**config.mk**
```make
export PLATFORM = sky130hd
export DESIGN_NAME = wra_core
export DESIGN_NICKNAME = d
export VERILOG_FILES = /design/src/verilog/wra_work_addr.v /design/src/verilog/wra_stack_step.v /design/src/verilog/wra_core.v
export VERILOG_INCLUDE_DIRS = /design/src /design/src/verilog
export SDC_FILE = /design/constraint.sdc
export NUM_CORES = 1
export LEC_CHECK = 0
export BUFFER_PORTS_ARGS = -buffer_cell sky130_fd_sc_hd__buf_2
export CAP_MARGIN = 10
export CORE_MARGIN = 3
export CORE_UTILIZATION = 50
export CTS_BUF_LIST = sky130_fd_sc_hd__clkbuf_16
export DETAILED_ROUTE_END_ITERATION = 16
export PLACE_DENSITY = 0.8
export SETUP_SLACK_MARGIN = 0.2
export SYNTH_ARGS = -nofsm -noshare
export SYNTH_HDL_FRONTEND = slang
export SYNTH_SLANG_ARGS = --single-unit
```
**constraint.sdc**
```tcl
create_clock -name clk_i -period 2.4 [get_ports clk_i]
set_clock_uncertainty 0.2 [all_clocks]
set_input_delay 0.24 -clock clk_i [delete_from_list [all_inputs] [get_ports clk_i]]
set_output_delay 0.24 -clock clk_i [all_outputs]
set_load 0.01 [all_outputs]
```
**src/verilog/wra_map.vh**
```
`ifndef WRA_MAP_VH
`define WRA_MAP_VH
`define WRA_ADDR_PTR_FIRST    8'hd6
`define WRA_ADDR_PTR_SECOND   8'hd7
`define WRA_ADDR_FLAGS        8'hd5
`define WRA_ADDR_SP           8'hd9
`define WRA_ADDR_SEQ_STATUS   8'hd8
`define WRA_RST_PTR_FIRST     8'hc0
`define WRA_RST_PTR_SECOND    8'hc8
`define WRA_RST_SP            8'h00
`define WRA_RST_FLAGS         8'h00
`define WRA_WORK_NIBBLE       4'hc
`define WRA_SET1_BASE         8'hc0
`define WRA_OP_NONE           3'h0
`define WRA_OP_CALL           3'h1
`define WRA_OP_RET            3'h2
`define WRA_OP_INT            3'h3
`define WRA_OP_INTERRUPT_RETURN           3'h4
`define WRA_OP_PUSH           3'h5
`define WRA_OP_POP            3'h6
`endif

```
**src/verilog/wra_work_addr.v**
```verilog
`timescale 1ns/1ps
// working register address formation, 4-bit or 8-bit field
`include "wra_map.vh"
module wra_work_addr (
  input  wire [7:0] field_i,
  input  wire       long_field_i,
  input  wire [7:0] ptr_first_i,
  input  wire [7:0] ptr_second_i,
  output wire [7:0] addr_o,
  output wire       is_working_o
);
  wire       long_work = long_field_i && (field_i[7:4] == `WRA_WORK_NIBBLE);
  wire [7:0] ptr       = field_i[3] ? ptr_second_i : ptr_first_i;

  assign is_working_o = !long_field_i || long_work;
  assign addr_o       = is_working_o ? {ptr[7:3], field_i[2:0]} : field_i;
endmodule // wra_work_addr

```
**src/verilog/wra_stack_step.v**
```verilog
`timescale 1ns/1ps
// stack pointer step: pre-decrement for push, post-increment for pop
module wra_stack_step (
  input  wire [7:0] sp_i,
  input  wire       push_i,
  input  wire       pop_i,
  output wire [7:0] addr_o,
  output wire [7:0] next_sp_o
);
  wire [7:0] dec = sp_i - 8'h01;
  wire [7:0] inc = sp_i + 8'h01;

  assign addr_o    = push_i ? dec : sp_i;
  assign next_sp_o = push_i ? dec : (pop_i ? inc : sp_i);
endmodule // wra_stack_step

```
**src/verilog/wra_core.v**
```verilog
// Strobed register access was chosen for this implementation.
`timescale 1ns/1ps
`include "wra_map.vh"
// Operation
// - a 16-bit pair access forces an even base, high byte at the even address and low byte at the odd one.
// - direct register addressing reaches every location except the duplicated upper set 2 area.
// - after reset the first pointer selects C0H-C7H and the second selects C8H-CFH.
// - the top bit of a 4-bit working field chooses the first pointer on 0 and the second on 1.
// - a working address is the chosen pointer's upper five bits joined to the field's lower three bits.
// - an 8-bit field whose upper nibble is 1100B is treated as a 4-bit working reference.
// - in 8-bit working addressing bit 3 of the field selects the pointer.
// - a call pushes the program counter and a return pops it back.
// - interrupt entry pushes program counter and flags, interrupt return pops both back.
// - the stack pointer drops by one before each pushed byte and rises by one after each popped byte.
// - the 8-bit stack pointer lives at D9H, and software loads it before using the stack.
// - four user-stack push and pop operations keep stacks anywhere in the register file.
// - the two working pointers are registers at D6H and D7H that software may load.
// - set 2 is reached only by indirect or indexed access, set 1 by direct access.
module wra_core (
  input  wire        clk_i,
  input  wire        reset_n_i,
  input  wire        clk_en_i,
  // register port
  input  wire [7:0]  reg_addr_i,
  input  wire [7:0]  reg_wdata_i,
  input  wire        reg_wr_i,
  input  wire        reg_rd_i,
  output reg  [7:0]  reg_rdata_o,
  // operand address request
  input  wire        opnd_req_i,
  input  wire [7:0]  opnd_field_i,
  input  wire        opnd_long_i,
  input  wire [1:0]  opnd_mode_i,
  input  wire        opnd_pair_i,
  output reg         opnd_valid_o,
  output reg  [7:0]  opnd_addr_o,
  output reg  [7:0]  opnd_addr_lo_o,
  output reg         opnd_set2_o,
  output reg         opnd_invalid_o,
  // stack sequencing
  input  wire [2:0]  stk_op_i,
  input  wire [15:0] stk_pc_i,
  input  wire [7:0]  stk_flags_i,
  input  wire [7:0]  stk_rdata_i,
  output reg         stk_busy_o,
  output reg         stk_we_o,
  output reg         stk_re_o,
  output reg  [7:0]  stk_addr_o,
  output reg  [7:0]  stk_wdata_o,
  output reg         stk_done_o,
  output reg  [15:0] stk_pc_o,
  output reg  [7:0]  stk_flags_o,
  output reg         stk_pc_load_o,
  output reg         stk_flags_load_o,
  // user stack: pointer is a register file byte supplied by execution unit
  input  wire        ustk_req_i,
  input  wire [1:0]  ustk_kind_i,
  input  wire [7:0]  ustk_ptr_i,
  output reg  [7:0]  ustk_addr_o,
  output reg  [7:0]  ustk_next_ptr_o,
  output reg         ustk_valid_o,
  output reg  [7:0]  ptr_first_o,
  output reg  [7:0]  ptr_second_o
);
  localparam MODE_DIRECT = 2'h0;
  localparam MODE_WORK   = 2'h1;
  localparam MODE_IND    = 2'h2;
  localparam MODE_IDX    = 2'h3;

  localparam S_IDLE  = 3'h0;
  localparam S_PUSH  = 3'h1;
  localparam S_POPRD = 3'h2;
  localparam S_POPWT = 3'h3;
  localparam S_DONE  = 3'h4;

  reg  [7:0]  ptr_first;
  reg  [7:0]  ptr_second;
  reg  [7:0]  sp;
  reg  [2:0]  state;
  reg  [2:0]  cur_op;
  reg  [1:0]  cnt;
  reg  [1:0]  total;
  reg  [31:0] shift;
  reg  [23:0] gather;
  wire [7:0]  work_addr;
  wire        is_work;
  wire [7:0]  step_addr;
  wire [7:0]  next_sp;
  wire        do_push = (state == S_PUSH);
  wire        do_pop  = (state == S_POPRD);
  wire        sp_written = reg_wr_i && (reg_addr_i == `WRA_ADDR_SP);

  function in_set1;
    input [7:0] a;
    in_set1 = (a >= `WRA_SET1_BASE);
  endfunction

  function [1:0] op_bytes;
    input [2:0] op;
    case (op)
      `WRA_OP_CALL, `WRA_OP_RET: op_bytes = 2'h2;
      `WRA_OP_INT, `WRA_OP_INTERRUPT_RETURN: op_bytes = 2'h3;
      `WRA_OP_PUSH, `WRA_OP_POP: op_bytes = 2'h1;
      default:                   op_bytes = 2'h0;
    endcase
  endfunction

  wra_work_addr u_work (
    .field_i      (opnd_field_i),
    .long_field_i (opnd_long_i),
    .ptr_first_i  (ptr_first),
    .ptr_second_i (ptr_second),
    .addr_o       (work_addr),
    .is_working_o (is_work)
  );

  wra_stack_step u_step (
    .sp_i      (sp),
    .push_i    (do_push),
    .pop_i     (do_pop),
    .addr_o    (step_addr),
    .next_sp_o (next_sp)
  );

  // register port and pointers
  always @(posedge clk_i or negedge reset_n_i) begin
    if (!reset_n_i) begin
      ptr_first   <= `WRA_RST_PTR_FIRST;
      ptr_second  <= `WRA_RST_PTR_SECOND;
      reg_rdata_o <= 8'h00;
    end else if (clk_en_i) begin
      if (reg_wr_i && reg_addr_i == `WRA_ADDR_PTR_FIRST) begin
        ptr_first <= reg_wdata_i;
      end
      if (reg_wr_i && reg_addr_i == `WRA_ADDR_PTR_SECOND) begin
        ptr_second <= reg_wdata_i;
      end
      if (reg_rd_i) begin
        case (reg_addr_i)
          `WRA_ADDR_PTR_FIRST:  reg_rdata_o <= ptr_first;
          `WRA_ADDR_PTR_SECOND: reg_rdata_o <= ptr_second;
          `WRA_ADDR_SP:         reg_rdata_o <= sp;
          `WRA_ADDR_SEQ_STATUS: reg_rdata_o <= {5'h00, state};
          default:              reg_rdata_o <= 8'h00;
        endcase
      end else begin
        reg_rdata_o <= 8'h00;
      end
    end
  end

  // operand address formation
  always @(posedge clk_i or negedge reset_n_i) begin
    if (!reset_n_i) begin
      opnd_valid_o   <= 1'b0;
      opnd_addr_o    <= 8'h00;
      opnd_addr_lo_o <= 8'h00;
      opnd_set2_o    <= 1'b0;
      opnd_invalid_o <= 1'b0;
    end else if (clk_en_i) begin
      opnd_valid_o <= opnd_req_i;
      if (opnd_req_i) begin
        case (opnd_mode_i)
          MODE_WORK: begin
            opnd_addr_o    <= {work_addr[7:1], work_addr[0] & ~opnd_pair_i};
            opnd_addr_lo_o <= {work_addr[7:1], 1'b1};
            opnd_set2_o    <= 1'b0;
            opnd_invalid_o <= !is_work;
          end
          MODE_DIRECT: begin
            // long field with 1100B is a working reference
            opnd_addr_o    <= is_work ? {work_addr[7:1], work_addr[0] & ~opnd_pair_i}
                                      : {opnd_field_i[7:1], opnd_field_i[0] & ~opnd_pair_i};
            opnd_addr_lo_o <= is_work ? {work_addr[7:1], 1'b1} : {opnd_field_i[7:1], 1'b1};
            opnd_set2_o    <= 1'b0;
            opnd_invalid_o <= !opnd_long_i;
          end
          default: begin
            // indirect and indexed reach set 2 in the upper range
            opnd_addr_o    <= {opnd_field_i[7:1], opnd_field_i[0] & ~opnd_pair_i};
            opnd_addr_lo_o <= {opnd_field_i[7:1], 1'b1};
            opnd_set2_o    <= in_set1(opnd_field_i);
            opnd_invalid_o <= 1'b0;
          end
        endcase
      end
    end
  end

  // stack sequencer: one byte per cycle on push, one byte per two cycles on pop, sp writes by software win only when idle
  always @(posedge clk_i or negedge reset_n_i) begin
    if (!reset_n_i) begin
      sp               <= `WRA_RST_SP;
      state            <= S_IDLE;
      cur_op           <= `WRA_OP_NONE;
      cnt              <= 2'h0;
      total            <= 2'h0;
      shift            <= 32'h0;
      gather           <= 24'h0;
      stk_busy_o       <= 1'b0;
      stk_we_o         <= 1'b0;
      stk_re_o         <= 1'b0;
      stk_addr_o       <= 8'h00;
      stk_wdata_o      <= 8'h00;
      stk_done_o       <= 1'b0;
      stk_pc_o         <= 16'h0000;
      stk_flags_o      <= `WRA_RST_FLAGS;
      stk_pc_load_o    <= 1'b0;
      stk_flags_load_o <= 1'b0;
    end else if (clk_en_i) begin
      stk_we_o         <= 1'b0;
      stk_re_o         <= 1'b0;
      stk_done_o       <= 1'b0;
      stk_pc_load_o    <= 1'b0;
      stk_flags_load_o <= 1'b0;
      case (state)
        S_IDLE: begin
          if (sp_written) begin
            sp <= reg_wdata_i;
          end else if (op_bytes(stk_op_i) != 2'h0) begin
            cur_op     <= stk_op_i;
            total      <= op_bytes(stk_op_i);
            cnt        <= 2'h0;
            stk_busy_o <= 1'b1;
            // push order: pc low, pc high, then flags so pops come back reversed
            shift <= {stk_pc_i[7:0], stk_pc_i[15:8], stk_flags_i, 8'h00};
            if (stk_op_i == `WRA_OP_PUSH) begin
              shift <= {stk_flags_i, 24'h0};
            end
            if (stk_op_i == `WRA_OP_CALL || stk_op_i == `WRA_OP_INT || stk_op_i == `WRA_OP_PUSH) begin
              state <= S_PUSH;
            end else begin
              state <= S_POPRD;
            end
          end
        end
        S_PUSH: begin
          stk_we_o    <= 1'b1;
          stk_addr_o  <= step_addr;
          stk_wdata_o <= shift[31:24];
          sp          <= next_sp;
          shift       <= {shift[23:0], 8'h00};
          cnt         <= cnt + 2'h1;
          if (cnt + 2'h1 == total) begin
            state <= S_DONE;
          end
        end
        S_POPRD: begin
          stk_re_o   <= 1'b1;
          stk_addr_o <= step_addr;
          sp         <= next_sp;
          state      <= S_POPWT;
        end
        S_POPWT: begin
          // memory answers in the cycle that the read strobe stands
          gather <= {gather[15:0], stk_rdata_i};
          cnt    <= cnt + 2'h1;
          state  <= (cnt + 2'h1 == total) ? S_DONE : S_POPRD;
        end
        S_DONE: begin
          stk_busy_o <= 1'b0;
          stk_done_o <= 1'b1;
          state      <= S_IDLE;
          case (cur_op)
            `WRA_OP_RET: begin
              stk_pc_o      <= gather[15:0];
              stk_pc_load_o <= 1'b1;
            end
            `WRA_OP_INTERRUPT_RETURN: begin
              stk_flags_o      <= gather[23:16];
              stk_pc_o         <= gather[15:0];
              stk_flags_load_o <= 1'b1;
              stk_pc_load_o    <= 1'b1;
            end
            `WRA_OP_POP: begin
              stk_flags_o <= gather[7:0];
            end
            default: begin
              stk_pc_o <= stk_pc_o;
            end
          endcase
        end
        default: begin
          state <= S_IDLE;
        end
      endcase
    end
  end

  // user stacks: variant a pushes up / pops down, variant b the mirror
  always @(posedge clk_i or negedge reset_n_i) begin
    if (!reset_n_i) begin
      ustk_addr_o     <= 8'h00;
      ustk_next_ptr_o <= 8'h00;
      ustk_valid_o    <= 1'b0;
      ptr_first_o     <= `WRA_RST_PTR_FIRST;
      ptr_second_o    <= `WRA_RST_PTR_SECOND;
    end else if (clk_en_i) begin
      ustk_valid_o <= ustk_req_i;
      ptr_first_o  <= ptr_first;
      ptr_second_o <= ptr_second;
      if (ustk_req_i) begin
        case (ustk_kind_i)
          2'h0: begin
            ustk_addr_o     <= ustk_ptr_i + 8'h01;
            ustk_next_ptr_o <= ustk_ptr_i + 8'h01;
          end
          2'h1: begin
            ustk_addr_o     <= ustk_ptr_i - 8'h01;
            ustk_next_ptr_o <= ustk_ptr_i - 8'h01;
          end
          2'h2: begin
            ustk_addr_o     <= ustk_ptr_i;
            ustk_next_ptr_o <= ustk_ptr_i - 8'h01;
          end
          default: begin
            ustk_addr_o     <= ustk_ptr_i;
            ustk_next_ptr_o <= ustk_ptr_i + 8'h01;
          end
        endcase
      end
    end
  end
endmodule // wra_core

```
==> results.txt <==
The number of max-slew violations in the final report came out at 0. For this block, the routed nets add up to roughly 22 mm of wire. The first global-routing pass estimated between 30 and 40 mm of wire. The cell total after placement is between 1000 and 1500.

The sink count of the clock tree is between 150 and 200. The data required time at the worst endpoint came out at approximately 2500 ps. Entering global routing, the biggest net connects 54 pins. The smallest clock period supported by the final layout is computed as approximately 2100 ps. Of the cells placed in the final design, the portion with a size suffix greater than 1 is a little under two fifths.

The number of hold violations in the final report was 0. The number of buffers created by CTS came out at 17. The switching power total came out at between 3000 and 4000 uW.

Data arrives at the worst endpoint at between 2000 and 2500 ps. The maximum fanout along the worst path is 3. During I/O placement, the number of pins put on the boundary was between 150 and 200. Leaving out fill and tap cells, the most frequent cell in the layout is buf_2.

In this run the worst hold path is classified as input port to flip-flop. The initial utilization of the core area, before any placement, comes to 52.0%. The worst hold path stage count is 3. The kind of start point of the critical path is a flip-flop. The count of synthesis-stage warnings from yosys is 0.

Global routing consumed, over all layers together, a little under a quarter of the routing resources. The tightest slew margin relative to the limit came out at about half. The fmax came out at approximately 470 MHz. Global routing finished with a remaining overflow of 0. The post-route non-filler standard cell count came out at 1260. The share of total power dissipated in combinational logic is around 33%. The post-synthesis cell count is 794. Sequential elements use 51.7% of the synthesized area. The total power per unit cell area is approximately 980 nW/um^2. Counting flops with an async set or reset pin after synthesis yields a share of 100%.

The die area is between 15000 and 20000 um^2. Sequential cells account for a little over two fifths of the total power. Setup repair after global routing left no endpoint under its margin. The first-pass detailed-route iteration total is 5. The switching fraction of total power came out at 33.2%.

The root buffer cell chosen for the clock tree is clkbuf_16. Clock-pin slew was measured on the worst setup and hold paths at about 70 ps. The number of nets in the layout is between 1000 and 1500. The layout overhead on the synthesized area is 27.2%.

CTS built an H-tree with a depth of 4. The number of fillers in the final layout is approximately 1300. The repair_antennas step left the layout with diodes totalling 0. Setup violations remaining at the end of the flow were counted as 0.

The proportion of netlist area held by the largest area contributor is 48.8%. Per report_power, the clock group accounts for between 20% and 30% of the total. The number of global-route vias before repair came out at 6968. TritonCTS built the clock tree. The fraction of the cycle the final worst path needs came out at roughly 89%. The worst-case reg-to-reg path depth is 7. Summed over all instances, the cell type with the most area after synthesis is dfrtp_1.

The leakage power summed over all cells came out at roughly 0.0055 uW. The initial antenna violation count came to 0. The half-perimeter wire length after detailed placement is between 15 and 20 mm. Counting flops and latches in the post-synthesis netlist gives 181. The average instance area after synthesis is ~11 um^2.

The library cells used most frequently in the layout, excluding fill and tap cells, are 184 x buf_2, 171 x dfrtp_1, 95 x mux2_2, 79 x nand2_1, 57 x o21ai_0. The kind of critical path is flip-flop to flip-flop. The core occupancy in the finished layout is 66.2%. The per-cell via count in the routed design is between 5 and 6. In this run the tool buffered the top-level ports with between 150 and 200 buffer cells. The worst setup path is captured at a flip-flop. The later pin in the worst-skew pair is clocked with a latency of between 400 and 500 ps. The transition time of the tightest slew-check pin is around 760 ps. Counting flops with a built-in enable in the synthesized netlist gives 0.

Sorting the synthesized cells by area gives the leading types as dfrtp_1 49%, mux2_2 12%, nand2_1 3.4%. After detailed routing, the number of remaining DRC violations is 0. The cell row count is 47. The die span in y came out at about 140 um. The synthesized cell area is approximately 9000 um^2. The flow ran to the end, and the final reports show no timing, DRC or antenna violations. The leading register cell type out of synthesis is dfrtp_1. The global placement routability congestion is 0.816.

The routed layout has between 6000 and 7000 vias. From left edge to right edge, the die measures 138 um. The residual antenna-violating net count after detailed routing is 0. The total negative slack for setup checks is 0 ps. After detailed routing, the average wire length per cell comes to about 17 um. The count of distinct cell types in the synthesized netlist is 66. The DRC marker count from the first detailed-route iteration is about 300.

The area of the core is around 17000 um^2. The minimum hold slack is roughly 28 ps. VDD sags by at most about 0.00062 V. The internal cell power is between 7000 and 8000 uW. In this run the deepest clock path goes through 2 buffers. The net count after synthesis is between 800 and 900. The count of max-cap constraint violations came out at 0.
per-layer routing:
layer	routed length, um	up-vias	track usage [%]
li1	-	3262	-
met1	9120	3341	28.3
met2	10700	219	37.6
met3	1240	64	6.28
met4	756	0	9.10
met5	0	-	0
Yosys cell counts, types with 3 or more instances:
cell type,n
dfrtp_1,171
mux2_2,95
nand2_1,79
o21ai_0,57
nor2_1,44
clkbuf_1,36
a21oi_1,35
mux2i_1,29
inv_1,23
xnor2_1,17
mux2_4,12
nand3_1,12
buf_2,11
nor2b_1,11
a22o_1,10
dfstp_2,10
buf_4,9
o2bb2ai_1,9
ha_1,8
xor2_1,8
nor3_1,7
a21o_1,6
a31oi_1,6
o22ai_1,6
or3_1,6
nor3b_1,5
a221oi_1,4
a22oi_1,4
and2_1,4
nand2b_1,4
and3_1,3
buf_1,3
o211ai_1,3
o22a_1,3
worst paths after layout:
| path | endpoint | slack [ps] | from |
|---|---|---|---|
| worst max-delay path | sp[6] | 260 | sp[0] |
| worst min-delay path | ustk_addr_o[1] | 30 | ustk_ptr_i[1] |
| worst max register to register | sp[6] | 260 | sp[0] |
| worst min register to register | ustk_addr_o[1] | 280 | ustk_addr_o[1] |
| max in group asynchronous | ptr_first[7] | 1090 | reset_n_i |
| min in group asynchronous | stk_pc_o[3] | 180 | reset_n_i |
through the flow:
stage	setup slack, ps	power [uW]	area (um^2)
final	259	11000	11200
after global routing	185	11700	11200
after CTS	201	10900	11100
after detailed placement	73.8	7970	9960
after global placement	125	7820	9960
after floorplan	209	6830	8780
kinds of logic after synthesis:
kind of cell / count (synthesis) / share of synthesized area (%)
compound gates: 163 / 11.8
xor+xnor: 25 / 2.49
fa+ha+maj: 8 / 1.14
buf+inv: 86 / 4.48
flops: 181 / 51.7
mux: 136 / 17.5
simple gates: 195 / 10.8
flip-flops by register name (all words and copies together), names as in the netlist, 2 cells and up:
register,cells
reg_rdata_o,8
ustk_addr_o,8
opnd_addr_o,8
total,2
ptr_first_o,8
gather,24
stk_flags_o,8
state,3
cur_op,3
stk_addr_o,8
stk_pc_o,16
ptr_second,8
ptr_first,8
stk_wdata_o,8
sp,8
cnt,2
ptr_second_o,8
ustk_next_ptr_o,8
shift,24
worst max-delay path, stage by stage (launching register included):
cell and delay, ps:
dfrtp_1 400, inv_2 90, ha_4 130, or4bb_4 480
nor3_4 230, a311oi_2 80, a211o_1 260, a21o_1 150
layout make-up:
cell class,instances,area (um^2),share of cell area [%]
well taps,220,275,2.47
repair buffers,275,1780,16.0
flip-flops and latches,181,4540,40.7
multi-input cells,527,3880,34.7
inverters,25,95.1,0.852
clock inverters,15,166,1.49
clock buffers,17,425,3.81
power groups by stage:
| stage | Combinational [uW] | Sequential (uW) | Clock (uW) |
|---|---|---|---|
| 3_3_place_gp | 3270 | 4550 | 0 |
| 2_1_floorplan | 2310 | 4520 | 0 |
| 3_5_place_dp | 3380 | 4590 | 0 |
| 5_1_grt | 3990 | 4680 | 2980 |
| 4_1_cts | 3480 | 4540 | 2860 |
| 6_report | 3610 | 4560 | 2800 |
what timing repair did:
item	in CTS	in global routing
resized for setup	5	7
setup endpoints to repair	3	2
pin swaps	1	6
buffers inserted	0	8
endpoints found under the hold margin	108	1
hold buffers	49	1
Note: power is estimated with default switching activity, not from simulation.
